`config.mk`:
```
export PLATFORM = sky130hd
export DESIGN_NAME = tim_channel
export DESIGN_NICKNAME = d
export VERILOG_FILES = /design/src/common/tim_pkg.sv /design/src/hdl/tim_channel.sv /design/src/hdl/tim_filter.sv /design/src/hdl/tim_prescale.sv
export SDC_FILE = /design/constraint.sdc
export NUM_CORES = 1
export LEC_CHECK = 0
export ABC_AREA = 1
export ABC_CLOCK_PERIOD_IN_PS = 2100
export BUFFER_PORTS_ARGS = -buffer_cell sky130_fd_sc_hd__buf_2
export CELL_PAD_IN_SITES_DETAIL_PLACEMENT = 1
export CELL_PAD_IN_SITES_GLOBAL_PLACEMENT = 1
export CORE_MARGIN = 8
export CORE_UTILIZATION = 39
export CTS_CLUSTER_SIZE = 20
export DETAILED_ROUTE_END_ITERATION = 10
export PLACE_DENSITY_LB_ADDON = 0.1
export SKIP_CTS_REPAIR_TIMING = 1
export SLEW_MARGIN = 20
export SYNTH_ARGS = -nofsm -noshare
export SYNTH_HDL_FRONTEND = slang
export SYNTH_SLANG_ARGS = --single-unit
export TNS_END_PERCENT = 20
```
`constraint.sdc`:
```
create_clock -name i_clk -period 2.1 [get_ports i_clk]
set_input_delay 0.42 -clock i_clk [delete_from_list [all_inputs] [get_ports i_clk]]
set_output_delay 0.42 -clock i_clk [all_outputs]
set_load 0.005 [all_outputs]
```
`src/common/tim_pkg.sv`:
```
package tim_pkg;
  // Bus carriers
  typedef struct packed {
    logic awvalid;
    logic [7:0] awaddr;
    logic wvalid;
    logic [31:0] wdata;
    logic [3:0] wstrb;
    logic bready;
    logic arvalid;
    logic [7:0] araddr;
    logic rready;
  } tim_axi_req_t;
  typedef struct packed {
    logic awready;
    logic wready;
    logic bvalid;
    logic [1:0] bresp;
    logic arready;
    logic rvalid;
    logic [31:0] rdata;
    logic [1:0] rresp;
  } tim_axi_rsp_t;
  localparam logic [1:0] TIM_RESP_OKAY = 2'h0;
  localparam logic [1:0] TIM_RESP_SLVERR = 2'h2;
  // Register map
  localparam logic [7:0] TIM_OFS_CTL = 8'h00;
  localparam logic [7:0] TIM_OFS_CLK = 8'h04;
  localparam logic [7:0] TIM_OFS_RLD = 8'h08;
  localparam logic [7:0] TIM_OFS_CNT = 8'h0C;
  localparam logic [15:0] TIM_CTL_RST = 16'h0200;
  localparam logic [15:0] TIM_CLK_RST = 16'h0000;
  localparam logic [15:0] TIM_RLD_RST = 16'hFFFF;
  localparam logic [15:0] TIM_CNT_RST = 16'hFFFF;
  localparam logic [15:0] TIM_CTL_WMASK = 16'h07FF;
  localparam logic [15:0] TIM_CLK_WMASK = 16'h0FEF;
  // timer_control fields
  localparam int TIM_B_EN = 0;
  localparam int TIM_B_RST = 1;
  localparam int TIM_B_MODE = 2;
  localparam int TIM_B_INPUT_POLARITY = 4;
  localparam int TIM_B_DIR = 5;
  localparam int TIM_B_OEN = 6;
  localparam int TIM_B_RLD = 7;
  localparam int TIM_B_FBYP = 8;
  localparam int TIM_B_PD = 9;
  localparam int TIM_B_OPOL = 10;
  localparam int TIM_B_CREQ = 12;
  // timer_clock_event_control fields
  localparam int TIM_B_TSEL = 0;
  localparam int TIM_B_EDGE = 5;
  localparam int TIM_B_EVSRC = 7;
  localparam int TIM_B_FSEL = 8;
  localparam logic [15:0] TIM_CNT_MIN = 16'h0000;
  localparam logic [15:0] TIM_CNT_MAX = 16'hFFFF;
  localparam int TIM_PRE_W = 7;
  typedef enum logic [1:0] {
    TIM_M_TIMER = 2'h0,
    TIM_M_EVENT = 2'h1,
    TIM_M_ONESHOT = 2'h2,
    TIM_M_MEAS = 2'h3
  } tim_mode_t;
  typedef enum logic [1:0] {
    TIM_E_FALL = 2'h0,
    TIM_E_RISE = 2'h1,
    TIM_E_BOTH = 2'h2,
    TIM_E_NONE = 2'h3
  } tim_edge_t;
  typedef enum logic [1:0] {
    TIM_ST_STOP = 2'h0,
    TIM_ST_ARM = 2'h1,
    TIM_ST_RUN = 2'h3
  } tim_state_t;
endpackage

```
`src/hdl/tim_channel.sv`:
```
`timescale 1ns/1ps
module tim_channel (
  // Clock and reset
  input wire logic i_clk,
  input wire logic i_arst_n,
  // Register bus
  input wire tim_pkg::tim_axi_req_t i_axi,
  output tim_pkg::tim_axi_rsp_t o_axi,
  // Pins and chaining
  input wire logic i_timer_input_pin,
  input wire logic i_prev_ovf,
  output logic o_timer_output_pin,
  output logic o_ovf_pulse,
  output logic o_irq_event
);
  import tim_pkg::*;

  logic awready_r;
  logic wready_r;
  logic bvalid_r;
  logic [1:0] bresp_r;
  logic arready_r;
  logic rvalid_r;
  logic [31:0] rdata_r;
  logic [1:0] rresp_r;
  logic aw_hold_r;
  logic w_hold_r;
  logic [7:0] aw_addr_r;
  logic [15:0] w_data_r;
  logic [1:0] w_strb_r;
  logic [15:0] ctl_r;
  logic [15:0] clk_r;
  logic [15:0] reload_r;
  logic [15:0] cnt_r;
  logic [15:0] meas_r;
  tim_state_t st_r;
  logic out_lvl_r;
  logic blk_r;
  logic lvl_q_r;
  logic wr_go;
  logic wr_ctl;
  logic wr_clk;
  logic wr_rld;
  logic [15:0] ctl_nxt;
  logic [15:0] clk_nxt;
  logic [15:0] rld_nxt;
  logic tick;
  logic ftick;
  logic act_in;
  logic lvl;
  logic rise;
  logic fall;
  tim_mode_t mode;
  tim_edge_t edge_sel;
  logic sel_edge;
  logic tstep;
  logic estep;
  logic os_start;
  logic run;
  logic evt;

  assign o_axi = '{awready: awready_r, wready: wready_r, bvalid: bvalid_r,
                   bresp: bresp_r, arready: arready_r, rvalid: rvalid_r,
                   rdata: rdata_r, rresp: rresp_r};

  function automatic logic [15:0] merge(input logic [15:0] old,
                                        input logic [15:0] d,
                                        input logic [1:0] strb);
    merge = {strb[1] ? d[15:8] : old[15:8], strb[0] ? d[7:0] : old[7:0]};
  endfunction

  // Write address and data taken in either order
  always_ff @(posedge i_clk or negedge i_arst_n) begin
    if (!i_arst_n) begin
      awready_r <= 1'b1;
      aw_hold_r <= 1'b0;
      aw_addr_r <= 8'h00;
    end else if (i_axi.awvalid && awready_r) begin
      awready_r <= 1'b0;
      aw_hold_r <= 1'b1;
      aw_addr_r <= i_axi.awaddr;
    end else if (wr_go) begin
      aw_hold_r <= 1'b0;
    end else if (bvalid_r && i_axi.bready) begin
      awready_r <= 1'b1;
    end
  end
  always_ff @(posedge i_clk or negedge i_arst_n) begin
    if (!i_arst_n) begin
      wready_r <= 1'b1;
      w_hold_r <= 1'b0;
      w_data_r <= 16'h0000;
      w_strb_r <= 2'h0;
    end else if (i_axi.wvalid && wready_r) begin
      wready_r <= 1'b0;
      w_hold_r <= 1'b1;
      w_data_r <= i_axi.wdata[15:0];
      w_strb_r <= i_axi.wstrb[1:0];
    end else if (wr_go) begin
      w_hold_r <= 1'b0;
    end else if (bvalid_r && i_axi.bready) begin
      wready_r <= 1'b1;
    end
  end

  assign wr_go = aw_hold_r && w_hold_r && !bvalid_r;
  assign wr_ctl = wr_go && aw_addr_r == TIM_OFS_CTL;
  assign wr_clk = wr_go && aw_addr_r == TIM_OFS_CLK;
  assign wr_rld = wr_go && aw_addr_r == TIM_OFS_RLD;
  assign ctl_nxt = merge(ctl_r, w_data_r, w_strb_r) & TIM_CTL_WMASK;
  assign clk_nxt = merge(clk_r, w_data_r, w_strb_r) & TIM_CLK_WMASK;
  assign rld_nxt = merge(reload_r, w_data_r, w_strb_r);

  always_ff @(posedge i_clk or negedge i_arst_n) begin
    if (!i_arst_n) begin
      bvalid_r <= 1'b0;
      bresp_r <= TIM_RESP_OKAY;
    end else if (wr_go) begin
      bvalid_r <= 1'b1;
      bresp_r <= (wr_ctl || wr_clk || wr_rld || aw_addr_r == TIM_OFS_CNT) ?
                 TIM_RESP_OKAY : TIM_RESP_SLVERR;
    end else if (bvalid_r && i_axi.bready) begin
      bvalid_r <= 1'b0;
    end
  end

  // Read channel, one cycle after address taken
  always_ff @(posedge i_clk or negedge i_arst_n) begin
    if (!i_arst_n) begin
      arready_r <= 1'b1;
      rvalid_r <= 1'b0;
      rdata_r <= 32'h0000_0000;
      rresp_r <= TIM_RESP_OKAY;
    end else if (i_axi.arvalid && arready_r) begin
      arready_r <= 1'b0;
      rvalid_r <= 1'b1;
      rresp_r <= TIM_RESP_OKAY;
      unique case (i_axi.araddr)
        TIM_OFS_CTL: begin
          rdata_r <= {16'h0000, ctl_r};
          rdata_r[TIM_B_CREQ] <= st_r != TIM_ST_STOP;
        end
        TIM_OFS_CLK: rdata_r <= {16'h0000, clk_r};
        TIM_OFS_RLD: rdata_r <= {16'h0000, reload_r};
        TIM_OFS_CNT: rdata_r <= {16'h0000, cnt_r};
        default: begin
          rdata_r <= 32'h0000_0000;
          rresp_r <= TIM_RESP_SLVERR;
        end
      endcase
    end else if (rvalid_r && i_axi.rready) begin
      rvalid_r <= 1'b0;
      arready_r <= 1'b1;
    end
  end

  // Control register with hardware clears of reset and enable
  always_ff @(posedge i_clk or negedge i_arst_n) begin
    if (!i_arst_n) begin
      ctl_r <= TIM_CTL_RST;
    end else if (wr_ctl) begin
      ctl_r <= ctl_nxt;
    end else begin
      if (ctl_r[TIM_B_RST]) begin
        ctl_r[TIM_B_RST] <= 1'b0;
        ctl_r[TIM_B_EN] <= 1'b0;
      end
      if (os_start) begin
        ctl_r[TIM_B_EN] <= 1'b0;
      end
    end
  end
  always_ff @(posedge i_clk or negedge i_arst_n) begin
    if (!i_arst_n) begin
      clk_r <= TIM_CLK_RST;
      reload_r <= TIM_RLD_RST;
    end else begin
      if (wr_clk) begin
        clk_r <= clk_nxt;
      end
      if (wr_rld) begin
        reload_r <= rld_nxt;
      end
    end
  end

  assign mode = tim_mode_t'(ctl_r[TIM_B_MODE +: 2]);
  assign edge_sel = tim_edge_t'(clk_r[TIM_B_EDGE +: 2]);
  assign act_in = ~(i_timer_input_pin ^ ctl_r[TIM_B_INPUT_POLARITY]);

  tim_prescale #(.W(TIM_PRE_W)) u_timer_clock_select (
    .i_clk(i_clk),
    .i_arst_n(i_arst_n),
    .i_run(!ctl_r[TIM_B_PD]),
    .i_sel(clk_r[TIM_B_TSEL +: 4]),
    .o_tick(tick)
  );
  tim_prescale #(.W(TIM_PRE_W)) u_filter_clock_select (
    .i_clk(i_clk),
    .i_arst_n(i_arst_n),
    .i_run(!ctl_r[TIM_B_PD]),
    .i_sel(clk_r[TIM_B_FSEL +: 4]),
    .o_tick(ftick)
  );
  tim_filter u_filt (
    .i_clk(i_clk),
    .i_arst_n(i_arst_n),
    .i_tick(ftick),
    .i_bypass(ctl_r[TIM_B_FBYP]),
    .i_in(act_in),
    .o_lvl(lvl)
  );

  always_ff @(posedge i_clk or negedge i_arst_n) begin
    if (!i_arst_n) begin
      lvl_q_r <= 1'b0;
    end else begin
      lvl_q_r <= lvl;
    end
  end
  assign rise = lvl && !lvl_q_r;
  assign fall = !lvl && lvl_q_r;

  // Edge field decode shared by event, one-shot and measurement
  always_comb begin
    unique case (edge_sel)
      TIM_E_FALL: sel_edge = fall;
      TIM_E_RISE: sel_edge = rise;
      TIM_E_BOTH: sel_edge = rise || fall;
      TIM_E_NONE: sel_edge = 1'b0;
    endcase
  end

  assign run = st_r == TIM_ST_RUN && !ctl_r[TIM_B_RST];
  assign tstep = tick && !(ctl_r[TIM_B_DIR] && !lvl);
  assign estep = clk_r[TIM_B_EVSRC] ? sel_edge : i_prev_ovf;
  assign os_start = st_r == TIM_ST_ARM && !ctl_r[TIM_B_RST] &&
                    (edge_sel == TIM_E_NONE || sel_edge);

  always_comb begin
    evt = 1'b0;
    if (run) begin
      unique case (mode)
        TIM_M_TIMER: evt = tstep && cnt_r == TIM_CNT_MIN;
        TIM_M_EVENT: evt = estep &&
                           cnt_r == (ctl_r[TIM_B_DIR] ? TIM_CNT_MAX : TIM_CNT_MIN);
        TIM_M_ONESHOT: evt = tick && cnt_r == TIM_CNT_MIN;
        TIM_M_MEAS: evt = sel_edge;
      endcase
    end
  end

  // Run state
  always_ff @(posedge i_clk or negedge i_arst_n) begin
    if (!i_arst_n) begin
      st_r <= TIM_ST_STOP;
    end else if (ctl_r[TIM_B_RST]) begin
      st_r <= TIM_ST_STOP;
    end else begin
      unique case (st_r)
        TIM_ST_STOP: begin
          if (ctl_r[TIM_B_EN]) begin
            st_r <= (mode == TIM_M_ONESHOT) ? TIM_ST_ARM : TIM_ST_RUN;
          end
        end
        TIM_ST_ARM: begin
          if (os_start) begin
            st_r <= TIM_ST_RUN;
          end else if (!ctl_r[TIM_B_EN]) begin
            st_r <= TIM_ST_STOP;
          end
        end
        TIM_ST_RUN: begin
          if (mode == TIM_M_ONESHOT ? evt : !ctl_r[TIM_B_EN]) begin
            st_r <= TIM_ST_STOP;
          end
        end
        default: st_r <= TIM_ST_STOP;
      endcase
    end
  end

  // Counter
  always_ff @(posedge i_clk or negedge i_arst_n) begin
    if (!i_arst_n) begin
      cnt_r <= TIM_CNT_RST;
    end else if (ctl_r[TIM_B_RST]) begin
      cnt_r <= reload_r;
    end else if (run) begin
      unique case (mode)
        TIM_M_TIMER: begin
          if (tstep) begin
            cnt_r <= evt ? (ctl_r[TIM_B_RLD] ? reload_r : TIM_CNT_MAX) :
                     cnt_r - 1'b1;
          end
        end
        TIM_M_EVENT: begin
          if (estep && ctl_r[TIM_B_DIR]) begin
            cnt_r <= evt ? (ctl_r[TIM_B_RLD] ? reload_r : TIM_CNT_MIN) :
                     cnt_r + 1'b1;
          end else if (estep) begin
            cnt_r <= evt ? (ctl_r[TIM_B_RLD] ? reload_r : TIM_CNT_MAX) :
                     cnt_r - 1'b1;
          end
        end
        TIM_M_ONESHOT: begin
          if (tick) begin
            cnt_r <= evt ? reload_r : cnt_r - 1'b1;
          end
        end
        TIM_M_MEAS: begin
          if (evt) begin
            cnt_r <= meas_r;
          end
        end
      endcase
    end
  end

  // Interval counter for measurement mode
  always_ff @(posedge i_clk or negedge i_arst_n) begin
    if (!i_arst_n) begin
      meas_r <= TIM_CNT_MIN;
    end else if (ctl_r[TIM_B_RST] || (run && evt)) begin
      meas_r <= TIM_CNT_MIN;
    end else if (run && tick && mode == TIM_M_MEAS) begin
      meas_r <= meas_r + 1'b1;
    end
  end

  // Pulse level: one-shot pulses, other modes toggle
  always_ff @(posedge i_clk or negedge i_arst_n) begin
    if (!i_arst_n) begin
      out_lvl_r <= 1'b0;
    end else if (ctl_r[TIM_B_RST] || (st_r == TIM_ST_STOP && !ctl_r[TIM_B_EN])) begin
      out_lvl_r <= 1'b0;
    end else if (os_start) begin
      out_lvl_r <= 1'b1;
    end else if (run && mode != TIM_M_ONESHOT && !ctl_r[TIM_B_EN]) begin
      out_lvl_r <= 1'b0;
    end else if (run && evt) begin
      out_lvl_r <= (mode == TIM_M_ONESHOT) ? 1'b0 : !out_lvl_r;
    end
  end
  always_ff @(posedge i_clk or negedge i_arst_n) begin
    if (!i_arst_n) begin
      o_timer_output_pin <= 1'b0;
    end else begin
      o_timer_output_pin <= ctl_r[TIM_B_OEN] ?
                            (out_lvl_r ^ ctl_r[TIM_B_OPOL]) : 1'b0;
    end
  end

  // Event blocking from reset until the next enable
  always_ff @(posedge i_clk or negedge i_arst_n) begin
    if (!i_arst_n) begin
      blk_r <= 1'b0;
    end else if (ctl_r[TIM_B_RST]) begin
      blk_r <= 1'b1;
    end else if (wr_ctl && ctl_nxt[TIM_B_EN]) begin
      blk_r <= 1'b0;
    end
  end
  always_ff @(posedge i_clk or negedge i_arst_n) begin
    if (!i_arst_n) begin
      o_irq_event <= 1'b0;
      o_ovf_pulse <= 1'b0;
    end else begin
      o_irq_event <= evt && !blk_r;
      o_ovf_pulse <= evt && !blk_r && mode != TIM_M_MEAS;
    end
  end
endmodule

```
`src/hdl/tim_filter.sv`:
```
`timescale 1ns/1ps
module tim_filter (
  // Clock and reset
  input wire logic i_clk,
  input wire logic i_arst_n,
  // Control
  input wire logic i_tick,
  input wire logic i_bypass,
  // Input level, polarity already applied
  input wire logic i_in,
  output logic o_lvl
);
  logic s0_r;
  logic s1_r;
  always_ff @(posedge i_clk or negedge i_arst_n) begin
    if (!i_arst_n) begin
      s0_r <= 1'b0;
      s1_r <= 1'b0;
    end else if (i_tick) begin
      s0_r <= i_in;
      s1_r <= s0_r;
    end
  end
  // Three agreeing samples move the level
  always_ff @(posedge i_clk or negedge i_arst_n) begin
    if (!i_arst_n) begin
      o_lvl <= 1'b0;
    end else if (i_bypass) begin
      o_lvl <= i_in;
    end else if (i_tick && i_in == s0_r && s0_r == s1_r) begin
      o_lvl <= i_in;
    end
  end
endmodule

```
`src/hdl/tim_prescale.sv`:
```
`timescale 1ns/1ps
module tim_prescale #(
  parameter int W = 7
) (
  // Clock and reset
  input wire logic i_clk,
  input wire logic i_arst_n,
  // Control
  input wire logic i_run,
  input wire logic [3:0] i_sel,
  // Tick out
  output logic o_tick
);
  logic [W-1:0] cnt_r;
  logic [W-1:0] mask;
  // Code n ticks once every 2**n clocks; top bit set gives no tick
  assign mask = ~({W{1'b1}} << i_sel[2:0]);
  always_ff @(posedge i_clk or negedge i_arst_n) begin
    if (!i_arst_n) begin
      cnt_r <= '0;
    end else if (i_run) begin
      cnt_r <= cnt_r + 1'b1;
    end
  end
  always_ff @(posedge i_clk or negedge i_arst_n) begin
    if (!i_arst_n) begin
      o_tick <= 1'b0;
    end else begin
      o_tick <= i_run && !i_sel[3] && ((cnt_r & mask) == mask);
    end
  end
endmodule

```
* Word-level counts from Yosys, hierarchy flattened
Index checks and enable logic that the tools add are counted.
** Word-level totals
- Flip-flop bits (word level) :: 166
- Bits of input ports :: 61
** Operators by class
- Add/sub/neg operators :: 5
- Equal/unequal tests :: 31
- Shifts and indexed selects :: 2
- Muxes and demuxes :: 58
- Bitwise logic cells :: 7
- Reduce and logical (&&, ||, !) cells :: 84
** Operators with widths (number)
- 16-bit 2-to-1 mux :: 15
- 16-bit case mux with 4 select lines :: 2
- 1-bit logical AND :: 36
- 16-bit by 1-bit adder with 16-bit output, second input constant :: 2
- 8-bit by 4-bit == test with 1-bit output, second input constant :: 4
- 1-bit 2-to-1 mux :: 28
- 2-bit nonzero test :: 11
- 2-bit 2-to-1 mux :: 10
- 16-bit == test :: 1
- 8-bit by 3-bit == test with 1-bit output, second input constant :: 2
- 16-bit logical NOT :: 1
- 8-bit logical NOT :: 2
- 2-bit AND reduction :: 8
- 16-bit by 1-bit subtractor with 16-bit output, second input constant :: 1
- 7-bit by 1-bit adder with 7-bit output, second input constant :: 2
- 7-bit bitwise AND :: 2
- 7-bit == test :: 2
- 7-bit inverter :: 2
- 7-bit by 3-bit << shifter with 7-bit output, first input constant :: 2
- 1-bit logical NOT :: 11
- 2-bit == test, second input constant :: 5
- 3-bit inequality test, second input constant :: 3
- 4-bit inequality test, second input constant :: 2
- 1-bit case mux with 4 select lines :: 2
- 15 further kinds :: 31

* Longest topological paths before layout
Gate-level depths: netlist of the first run.
- Depth after elaboration :: 14
- Mapped depth :: 19
- Gate-level depth less buffers :: 18

* Modules after synthesis
Synthesis of the first run repeated with hierarchy kept, for this count alone.
** Second synthesis, totals
- Cells, all modules :: 1258
- Area total of the unflattened synthesis :: 9087.5 um2
** By module, submodules not included
- tim_channel :: times used 1, cells each 1144, area each 8131.5 um2, sequential area each 3273.1 um2
- tim_prescale (u_filter_clock_select) :: times used 1, cells each 51, area each 415.4 um2, sequential area each 200.2 um2
- tim_prescale (u_timer_clock_select) :: times used 1, cells each 46, area each 407.9 um2, sequential area each 200.2 um2
- tim_filter :: times used 1, cells each 17, area each 132.6 um2, sequential area each 75.1 um2

* Worst setup path after synthesis of the first run
Ideal clock, no wire load.
- Kind :: register to register
- Start point :: reg cnt_r[6]
- End point :: reg cnt_r[10]
- Setup time :: 76 ps
- Arrival time :: 1917 ps
- Data required time :: 2024 ps
- Path slack :: 107 ps
- Stages on the path, launching flop included :: 18
- Buffers on the path :: 2
- Clock period less this slack :: 1993 ps
- Path through :: dfstp_2 > buf_4 > nand2_1 > nor2_2 > nand2_2 > nor2_1 > nand2_1 > nand2_1 > nand2_1 > nand2_2 > nand2_2 > nand2_2 > nand2_2 > buf_2 > nand3_1 > nand2_1 > inv_1 > nand2_1
** On the way
- Word-level cells in the longest chain between the ends :: 10
- Elaborated cells between the ends (all ways) :: 21
** Ends and longest elaborated chain
- from (decl) :: line tim_channel.sv:34 : logic [15:0] cnt_r;
- from (signal assigned) :: line tim_channel.sv:288 : cnt_r <= reload_r;
- from (signal assigned) :: line tim_channel.sv:293 : cnt_r <= evt ? (ctl_r[TIM_B_RLD] ? reload_r : TIM_CNT_MAX) :
- from (signal assigned) :: line tim_channel.sv:299 : cnt_r <= evt ? (ctl_r[TIM_B_RLD] ? reload_r : TIM_CNT_MIN) :
- parallel branches: the longest is 10 deep, another holds 16-bit by 1-bit subtractor with 16-bit output
Several ways; the timed one is not identified. The select of a mux whose other input is x is not followed.
A chain may end at the register's enable or synchronous reset.

* Final worst setup path of the first run
- Start point :: reg cnt_r[6]
- End point :: reg cnt_r[0]
** On the way
- Word-level cells in the longest chain between the ends :: 10
- Elaborated cells between the ends (all ways) :: 19
** Ends and longest elaborated chain
- 16-bit == test or 16-bit logical NOT (tied branches) :: line tim_channel.sv:246, tim_channel.sv:244, tim_channel.sv:247
- 1-bit logical AND, on equally long branches :: line tim_channel.sv:245, tim_channel.sv:244, tim_channel.sv:247
- 1-bit case mux with 4 select lines * :: line tim_channel.sv:243 : unique case (mode)
- 1-bit 2-to-1 mux * :: line tim_channel.sv:242 : if (run) begin
- 16-bit 2-to-1 mux :: line tim_channel.sv:293, tim_channel.sv:302
- 16-bit 2-to-1 mux :: line tim_channel.sv:301 : end else if (estep) begin
- 16-bit 2-to-1 mux :: line tim_channel.sv:298 : if (estep && ctl_r[TIM_B_DIR]) begin
- 16-bit case mux with 4 select lines :: line tim_channel.sv:290 : unique case (mode)
- 16-bit 2-to-1 mux :: line tim_channel.sv:289 : end else if (run) begin
- 16-bit 2-to-1 mux :: line tim_channel.sv:287 : end else if (ctl_r[TIM_B_RST]) begin
Mark *: on every way between the ends. The rest lies on a longest branch, timed or not. The select of a mux whose other input is x is not followed.

==> metrics.md, run 1 <==
| Metric | Value |
|---|---|
| Status | finished, violations left |
| Failing checks | negative setup slack |
| Pin count of the biggest net entering global routing | 81 |
| Die W | roughly 170 um |
| Antenna violations before repair | 0 |
| Most common cell after layout, fill and taps aside | nand2_1 |
| Footprint of the multi-input gates | around 0.0047 mm2 |
| Most common flop cell mapped by yosys | dfrtp_1 |
| Yosys reg bits | roughly 150 |
| Syn avg cell area | about 7 um2 |
| Crit-path cells | buf_4 > nor2_1 > nand2_1 > nor2_4 > nand3b_1 > nand2_2 > nand2_2 > nand2_4 > nand2_4 > buf_4 > buf_8 > o21ai_1 > nor2_1 > nor2_1 > nand2_1 > nand2_1 |
| Clock Skew | 12.1 ps |
| DP HPWL | between 20000 and 25000 um |
| Largest delay share family, worst path | simple AND/OR/NAND/NOR gates |
| CTS root buffer | clkbuf_16 |
| CTS buffer count | 17 |
| Unique cell type count in the Yosys netlist | 48 |
| Max Cap Viol | 0 |
| Register area | about 0.0037 mm2 |
| Fillers | just under 3000 |
| Initial drt markers | 588 |
| CP Class | register to register |
| Post-Synth Simple-Gate Area | a little under a third |
| Max H-tree Level | 4 |
| Total congestion overflow | 0 |
| XOR/XNOR Fraction of Synth Area | around 4.2% |
| Req. time, crit path | between 2000 and 2500 ps |
| Leak pwr | approximately 5.6 nW |
| Hold path startpoint | i_axi[10] |
| Worst hold path type | input port to register |
| Drc violations | 0 |
| CP Max Fanout | 7 |
| GRT Resource Usage Total | about a quarter |
| Largest family of logic cells by synthesized area | simple AND/OR/NAND/NOR gates |
| Inst Count DP | 1723 |
| RR Startpoint | cnt_r[6] |
| Synth Area in Adders | about 1.1% |
| Crit-path max cell delay | roughly 380 ps |
| Compound-gate portion of the synthesized area | about a tenth |
| Power Density | 1190 mW/mm2 |
| Die area | between 0.02 and 0.03 mm2 |
| Peak supply drop | 0.714 mV |
| Final setup viols | 19 |
| Antenna diode count | 0 |
| Flop2flop setup slack | -180 ps |
| Starting Density | 39.2% |
| Port Buf Inserts | 68 |
| Sequential fraction of the synthesis area | between 40% and 50% |
| Via count | 9140 |
| Slowest cell on crit path | dfstp_2 |
| Synthesized cell area | approximately 0.0091 mm2 |
| Hold path endpoint | bvalid_r |
| Synth-to-Final Area Change | 25.7% |
| Final antenna-violating net count | 0 |
| Worst r2r dst | cnt_r[0] |
| Setup tns final | -1270 ps |
| Max Freq | 439 MHz |
| Finished Layout Cells | ~1800 |
| Post-DR wirelength/cell | 18.6 um |
| Core footprint | roughly 0.023 mm2 |
| Post-route cell area | approximately 0.011 mm2 |
| Critical Path AT | 2670 ps |
| Post-route clock period utilization | 108% |
| R2R cell count | 16 |
| Max-slew violations | 0 |
| Detailed Route WL | approximately 33000 um |
| Clock Sinks | around 150 |
| Yosys warnings | 0 |
| CTS clk-pin slew, worst paths | 80 ps |
| CTS tree | yes |
| Via density | roughly 5.2 |
| Commonest cells after routing, fill and taps aside | nand2_1 (402), inv_1 (126), dfrtp_1 (111) |
| Vias in the first global route | 9615 |
| CP bufs+invs | 3 |
| Synth Instances | about 1300 |
| Layout cells sized above 1 | a little under a quarter |
| Maximum buffer depth of the clock tree | 2 |
| Die Y-Extent | approximately 170 um |
| Slew @ Worst Pin | 493 ps |
| Fin. Hold Viols | 0 |
| Minimum clock period | between 2000 and 2500 ps |
| Worst setup margin | -178 ps |
| Rel. slew slack | around two thirds |
| Post-synth ARST share | between 90% and 100% |
| First-pass GRT wire length | 51600 um |
| RSZ-0062 raised after global routing | true |
| Post-synth EDFFs | 0 |
| Placed inst area | about 0.010 mm2 |
| I/O pins | ~110 |
| Total chip power | 13.6 mW |
| GPL Wtd Cong | approximately 0.86 |
| Post-layout net count | between 1500 and 2000 |
| Drt pass-1 iters | 5 |
| Hold Path Depth | 2 |
| Row count | 56 |
| Crit path launch type | register |
| Post-synthesis mux area share | 0.868% |
| Worst-skew pair later-pin latency | between 400 and 500 ps |
| CP Capture Type | register |
==> routing by layer <==
metal	vias to the layer above	track usage, %	part of all wire [%]
met1	4526	30.1	46
met2	210	39.4	48
met4	0	6.95	2.2
met5	-	0	0
li1	4362	-	-
met3	42	3.77	4.3
==> worst max-delay path by stage <==
stage,from,endpoint,slack (ps),depth (start not counted)
floorplan,cnt_r[6],cnt_r[10],110,17
global placement,u_filt.o_lvl,cnt_r[14],-150,17
CTS,u_filt.o_lvl,cnt_r[14],-220,19
detailed placement,cnt_r[6],cnt_r[12],-180,18
finish,cnt_r[6],cnt_r[0],-180,16
global route,cnt_r[6],cnt_r[0],-300,17
==> metrics by stage <==
stage | hold WS (ps) | util, % | setup slack (ps)
floorplan | 124 | - | 107
global placement | 291 | 44.9 | -150
detailed placement | 293 | 44.9 | -183
CTS | -182 | 47.7 | -220
global route | 164 | 49.3 | -301
finish | 166 | 49.3 | -178
==> cell type report <==
cell class | count | area share, %
clock buffers | 17 | 3.72
clock inverters | 15 | 1.79
inverters | 136 | 4.57
multi-input cells | 937 | 40.9
flip-flops and latches | 148 | 32.8
well taps | 319 | 3.49
repair buffers | 192 | 12.7
==> state kept, by name, indices dropped and copies added, names as in the netlist, 2 cells and up <==
| name | count |
|---|---|
| cnt_r | 16 |
| st_r | 2 |
| u_filter_clock_select.cnt_r | 7 |
| meas_r | 16 |
| aw_addr_r | 8 |
| w_data_r | 16 |
| rdata_r | 16 |
| clk_r | 11 |
| u_timer_clock_select.cnt_r | 7 |
| w_strb_r | 2 |
| ctl_r | 11 |
| reload_r | 16 |
==> cell usage after synthesis, types with 22 or more instances <==
master	number	area share, %
a21oi_1	34	1.9
dfstp_2	36	10
inv_1	130	5.4
dfrtp_1	112	31
o21ai_0	91	5.0
nand2_1	418	17
buf_2	22	1.2
buf_4	26	2.1
clkbuf_1	27	1.1
xor2_1	34	3.3
nor2_1	104	4.3
nand3_1	115	6.3
==> kinds of logic after synthesis <==
family,after synthesis
other cells,1
xor+xnor,44
simple gates,689
flops,148
mux,7
buf+inv,213
fa+ha+maj,8
compound gates,171
==> power by group <==
group,internal (mW),switching [mW],total (mW)
Combinational,2.31,3.41,5.71
Sequential,3.84,0.810,4.65
Clock,1.64,1.60,3.24
==> worst reg2reg max path, cell delays in order (launching register included) <==
cell	delay [ps]
dfstp_2	380
buf_4	140
nor2_1	120
nand2_1	130
nor2_4	180
nand3b_1	110
nand2_2	100
nand2_2	70
nand2_4	90
nand2_4	90
buf_4	160
buf_8	130
o21ai_1	200
nor2_1	90
nor2_1	110
nand2_1	70
nand2_1	60
(Power assumes the default switching activity.)
==> run 2: changes to the inputs <==
CELL_PAD_IN_SITES_DETAIL_PLACEMENT = 0   (was 1)
CORE_MARGIN = 5   (was 8)
==> run 2 against run 1 <==
Sequential cell count stayed put. Largest cell class unchanged. Critical path type unchanged. Highest routed layer unchanged. Non-clock buffer count rose by 2. Global-route usage fell by 1.1 points. The flow still finishes with violations (negative setup slack). Critical endpoint is now cnt_r[3]. Sequential power barely moved. Wire length fell by 12%. Design area decreased by 1.2%.
==> metrics.md, run 2 (synthesis gave the netlist of run 1 again) <==
| Metric | Value |
|---|---|
| GPL Wtd Cong | 0.871 (+1.2%) |
| Row count | 55 (-1.8%) |
| Flop2flop setup slack | -60 ps (+120 ps) |
| Max Freq | 463 MHz (+5.5%) |
| Post-route cell area | 0.0113 mm2 (-1.2%) |
| Worst setup margin | -58.0 ps (+120 ps) |
| Setup tns final | -463 ps (+807 ps) |
| GRT Resource Usage Total | 22.2% (-1.1 points) |
| Sequential Power Share | 35.3% (+1.1 points) |
| Max-slew violations | 0 (unchanged) |
| CTS root buffer | clkbuf_16 |
| Hold Path Depth | 2 (unchanged) |
| CP Class | register to register |
| Max H-tree Level | 4 (unchanged) |
| Via count | 8679 (-5.0%) |
| Fin. Hold Viols | 0 (unchanged) |
| Layout cells sized above 1 | 21.9% (-1.0 points) |
| Hold path startpoint | i_axi[10] |
| CTS tree | yes |
| Clock Sinks | 148 (unchanged) |
| Post-layout net count | 1503 (+0.13%) |
| Fillers | 2304 (-22%) |
| Footprint of the multi-input gates | 0.00458 mm2 (-2.1%) |
| Psw | 5.36 mW (-7.9%) |
| Crit path launch type | register |
| Total congestion overflow | 0 (unchanged) |
| R2R cell count | 15 (-1) |
| Maximum buffer depth of the clock tree | 2 (unchanged) |
| Gate power share | 41.2% (-0.8 points) |
| Drt pass-1 iters | 5 (unchanged) |
| Die Y-Extent | 163 um (-3.6%) |
| Hold path endpoint | bvalid_r |
| Port Buf Inserts | 68 (unchanged) |
| Die area | 0.0264 mm2 (-7.0%) |
| CTS buffer count | 17 (unchanged) |
| Clock power share | 23.4% (-0.4 points) |
| Placed inst area | 0.0105 mm2 (+0.58%) |
| Peak supply drop | 0.529 mV (-26%) |
| Final antenna-violating net count | 0 (unchanged) |
| Inst Count DP | 1721 (-0.12%) |
| CTS clk-pin slew, worst paths | 70 ps (about the same) |
| Core footprint | 0.0228 mm2 (-1.8%) |
| P_int | 7.72 mW (-0.78%) |
| Initial drt markers | 544 (-7.5%) |
| Final hold slack | 175 ps (+8.88 ps) |
| RR Startpoint | u_filt.o_lvl |
| Via density | 4.93 (-4.8%) |
| Starting Density | 39.9% (+0.71 points) |
| Post-DR wirelength/cell | 16.5 um (-11%) |
| Pin count of the biggest net entering global routing | 42 (-48%) |
| Vias in the first global route | 8346 (-13%) |
| Register area | 0.00375 mm2 (about the same) |
| RSZ-0062 raised after global routing | true |
| Failing checks | negative setup slack |
| Worst hold path type | input port to register |
| Commonest cells after routing, fill and taps aside | nand2_1 (410), inv_1 (127), dfrtp_1 (112) |
| Final setup viols | 14 (-5) |
| Post-route clock period utilization | 103% (-5.7 points) |
| First-pass GRT wire length | 46200 um (-10%) |
| Switching share of power | 41.0% (-1.8 points) |
| Detailed Route WL | 29000 um (-12%) |
| Minimum clock period | 2160 ps (-120 ps) |
| Critical Path AT | 2530 ps (-140 ps) |
| I/O pins | 105 (unchanged) |
| Req. time, crit path | 2470 ps (-20 ps) |
| Synth-to-Final Area Change | 24.2% |
| Antenna violations before repair | 0 (unchanged) |
| DP HPWL | 21500 um (-8.2%) |
| Worst-skew pair later-pin latency | 430 ps (-20 ps) |
| Total chip power | 13.1 mW (-3.8%) |
| Leak pwr | 5.58 nW (-0.26%) |
| CP Capture Type | register |
| Max Cap Viol | 0 (unchanged) |
| Power Density | 1160 mW/mm2 (-2.6%) |
| Most common cell after layout, fill and taps aside | nand2_1 |
| Die W | 163 um (-3.6%) |
| CP Max Fanout | 7 (unchanged) |
| Finished Layout Cells | 1760 (-0.23%) |
| Status | finished, violations left |
| Clock Skew | 10.4 ps (-1.73 ps) |
| Antenna diode count | 0 (unchanged) |
| Drc violations | 0 (unchanged) |
| Worst r2r dst | cnt_r[3] |
[run 2: cell types whose count changed in the layout (fill, tap and decap cells not counted), moves of 4 or more]
cell | before | now
buf_8 | 6 | 1
clkinv_8 | 7 | 3
nor3_1 | 15 | 19
nand2_1 | 402 | 410
nor2_2 | 7 | 13
nand2_2 | 17 | 11
nor3_2 | 6 | 2
[run 2: power by group through the flow]
stage | Combinational (mW) | Clock [mW] | Sequential [mW]
global route | 6.06 | 3.25 | 4.73
floorplan | 3.44 | 0 | 4.33
detailed placement | 5.26 | 0 | 4.66
finish | 5.39 | 3.06 | 4.62
CTS | 5.29 | 3.14 | 4.62
global placement | 5.22 | 0 | 4.65
[run 2: per-stage QoR]
step                      util, %  setup slack (ps)
after CTS                    48.6              -165
after global placement       46.0              -137
after detailed placement     46.0              -154
after floorplan                 -               107
after global routing         49.5              -197
final                        49.5             -58.0
[run 2: layout make-up]
cell class,count,area share [%]
clock buffers,18,3.80
flip-flops and latches,148,33.2
well taps,313,3.47
clock inverters,14,1.40
repair buffers,194,13.0
inverters,136,4.56
multi-input cells,937,40.6
[run 2: worst max-delay path, cell delays in order (launching register included)]
cell and delay, ps:
dfrtp_1 420, ha_1 280, nand2_1 80, nand3_2 90, nand3_2 100, nand2_2 70, nor2_2 110, nand2_2 70
nand2_4 110, nand2_8 90, nand2_4 110, nand3_4 100, buf_12 170, a31oi_1 130, nand2_1 90, nand2_1 70
[run 2: worst max path at each step]
stage                       from         to  slack, ps  depth (start not counted)
CTS                      lvl_q_r  cnt_r[12]       -170                         18
global placement         lvl_q_r  cnt_r[12]       -140                         18
finish              u_filt.o_lvl   cnt_r[3]        -60                         15
detailed placement       lvl_q_r  cnt_r[12]       -150                         18
floorplan               cnt_r[6]  cnt_r[10]        110                         17
global route             lvl_q_r  cnt_r[10]       -200                         18
[run 2: routing by layer]
metal	GRT usage [%]	wire length (um)	vias up
met5	0	0	-
met4	5.64	547	0
met3	3.77	1570	39
met2	35.4	12900	235
met1	31.6	13900	4028
li1	-	-	4377
==> run 3: changes to the inputs <==
ABC_CLOCK_PERIOD_IN_PS = 2540   (was 2100)
clock period = 2.54 ns   (was 2.1 ns; I/O delays follow)
==> run 3 against run 2 <==
The flow now finishes without violations. Clock skew up 4.0 ps. Via count down 3.2%. Wire length down 1.2%. Sequential cell count unchanged. Critical path type unchanged. Core utilization down 3.5 points. First-iteration DRC count down 5.5%. Combinational power down 31%. Die area unchanged. Sequential share of layout area up 2.6 points. Highest routed layer unchanged. Register-to-register slack better by 260 ps. Count of clock-buffer cells in the layout unchanged.
==> metrics.md, run 3 (synthesis gave the netlist of run 1 again) <==
| Metric | Value |
|---|---|
| Status | complete, no violations |
| Most used cell, CP | nand2_1 |
| Vias in the first global route | 8182 (-2.0%) |
| Crit-path max cell delay | 610 ps (+190 ps) |
| Worst-skew pair later-pin latency | 440 ps (about the same) |
| Slowest cell on crit path | dfstp_2 |
| Slew @ Worst Pin | approximately 540 ps |
| GRT Resource Usage Total | 22.2% (about the same) |
| Pin count of the biggest net entering global routing | 55 (+31%) |
| I/O pins | 105 (unchanged) |
| Sequential Power Share | 38.1% (+2.8 points) |
| Row count | 55 (unchanged) |
| Minimum clock period | 2330 ps (+177 ps) |
| Antenna violations before repair | 0 (unchanged) |
| Die W | 163 um (unchanged) |
| Setup tns final | 0 ps (+463 ps) |
| Synth-to-Final Area Change | 15.3% |
| Power Density | 973 mW/mm2 (-16%) |
| Final setup viols | 0 (-14) |
| Clock Sinks | 148 (unchanged) |
| CTS tree | yes |
| Die area | 0.0264 mm2 (unchanged) |
| Via count | 8401 (-3.2%) |
| Clock power share | 25.2% (+1.8 points) |
| CP Max Fanout | 16 (+9) |
| Worst setup margin | 205 ps (+263 ps) |
| Final antenna-violating net count | 0 (unchanged) |
| Antenna diode count | 0 (unchanged) |
| Crit-path cells | nand2_1 > nor2_2 > nand2_2 > nor2_2 > nand2_1 > nand2_1 > nand2_1 > nand2_2 > nand2_2 > nand2_2 > nand3_4 > buf_12 > a31oi_1 > nand2_1 > nand2_1 |
| DP HPWL | 20500 um (-4.9%) |
| Worst hold path type | input port to async pin |
| Die Y-Extent | 163 um (unchanged) |
| Crit path launch type | register |
| P_int | 5.97 mW (-23%) |
| CP Capture Type | register |
| Max Freq | 428 MHz (-7.6%) |
| Commonest cells after routing, fill and taps aside | nand2_1 (418), inv_1 (130), nand3_1 (115) |
| Final Util | 46.0% (-3.5 points) |
| Psw | 4.22 mW (-21%) |
| Peak supply drop | 0.454 mV (-14%) |
| Core footprint | 0.0228 mm2 (unchanged) |
| CTS buffer count | 17 (unchanged) |
| CP bufs+invs | 1 (unchanged) |
| Clock Skew | 14.4 ps (+4.05 ps) |
| Critical Path AT | 2710 ps (+180 ps) |
| Gate power share | 36.7% (-4.5 points) |
| Rel. slew slack | ~64% |
| Maximum buffer depth of the clock tree | 2 (unchanged) |
| Post-layout net count | 1426 (-5.1%) |
| Fin. Hold Viols | 0 (unchanged) |
| Port Buf Inserts | 68 (unchanged) |
| CP Class | register to register |
| Most common cell after layout, fill and taps aside | nand2_1 |
| Drt pass-1 iters | 5 (unchanged) |
| Post-DR wirelength/cell | 17.0 um (+3.3%) |
| Starting Density | 39.9% (unchanged) |
| Fillers | 2415 (+4.8%) |
| Drc violations | 0 (unchanged) |
| RSZ-0062 raised after global routing | true |
| Req. time, crit path | 2920 ps (+450 ps) |
| Initial drt markers | 514 (-5.5%) |
| Dpl ws | 153 ps (+307 ps) |
| Detailed Route WL | 28600 um (-1.2%) |
| GPL Wtd Cong | 0.886 (+1.7%) |
| Layout cells sized above 1 | 15.5% (-6.4 points) |
| Switching share of power | 41.4% (+0.46 points) |
| First-pass GRT wire length | 45800 um (-0.97%) |
| Max Cap Viol | 0 (unchanged) |
| Max H-tree Level | 4 (unchanged) |
| CTS clk-pin slew, worst paths | 70 ps (about the same) |
| Total congestion overflow | 0 (unchanged) |
| Largest delay share family, worst path | simple AND/OR/NAND/NOR gates |
| Max-slew violations | 0 (unchanged) |
| Leak pwr | 5.15 nW (-7.8%) |
| Via density | 4.99 (+1.2%) |
| CTS root buffer | clkbuf_16 |
| Post-route clock period utilization | 91.9% (-11 points) |
==> run 3: changes by cell type in the layout (fill, tap and decap cells not counted), sizes merged <==
| cell | delta |
|---|---|
| buf | -76 |
| bufinv | +1 |
| clkinv | -2 |
| clkinvlp | +1 |
| dlygate4sd3 | -1 |
==> run 3: through the flow <==
stage	total power, mW	cell area (um2)	hold WS [ps]	std cells
floorplan	6.42	9150	212	1298
global placement	7.58	9850	433	1650
detailed placement	7.61	9850	448	1650
CTS	10.2	10400	36.7	1682
global route	11.0	10500	49.3	1683
finish	10.2	10500	16.1	1683
==> run 3: worst paths after layout <==
kind,cells after the start,end,startpoint,slack [ps]
min,1,u_filter_clock_select.cnt_r[5],i_arst_n,20
max in group asynchronous,2,cnt_r[4],i_arst_n,1750
min in group i_clk,2,bvalid_r,i_axi[10],250
max,15,cnt_r[2],cnt_r[6],210
min reg2reg,0,lvl_q_r,u_filt.o_lvl,460
max reg2reg,15,cnt_r[2],cnt_r[6],210
==> run 3: final cells by class <==
cell class,instances,area (um2),share of cell area [%]
clock buffer,18,429,4.10
clock inverter,14,158,1.51
inverter,136,517,4.93
multi-input combinational,937,4470,42.6
sequential,148,3750,35.8
tap,313,392,3.74
timing repair buffer,117,763,7.29
==> run 3: layer usage <==
metal  track usage (%)  vias to the layer above  part of all wire, %
met5                 0                        -                    0
met3              4.05                       35                  5.8
met2              34.5                      224                   44
met4              5.64                        0                  1.6
li1                  -                     4230                    -
met1              32.1                     3912                   49
==> run 3: power groups by stage <==
stage	clock, mW	sequential [mW]	combinational (mW)
after floorplan	0	3.58	2.85
after global placement	0	3.91	3.66
after detailed placement	0	3.92	3.69
after CTS	2.63	3.89	3.71
after global routing	2.73	3.98	4.29
final	2.57	3.88	3.74
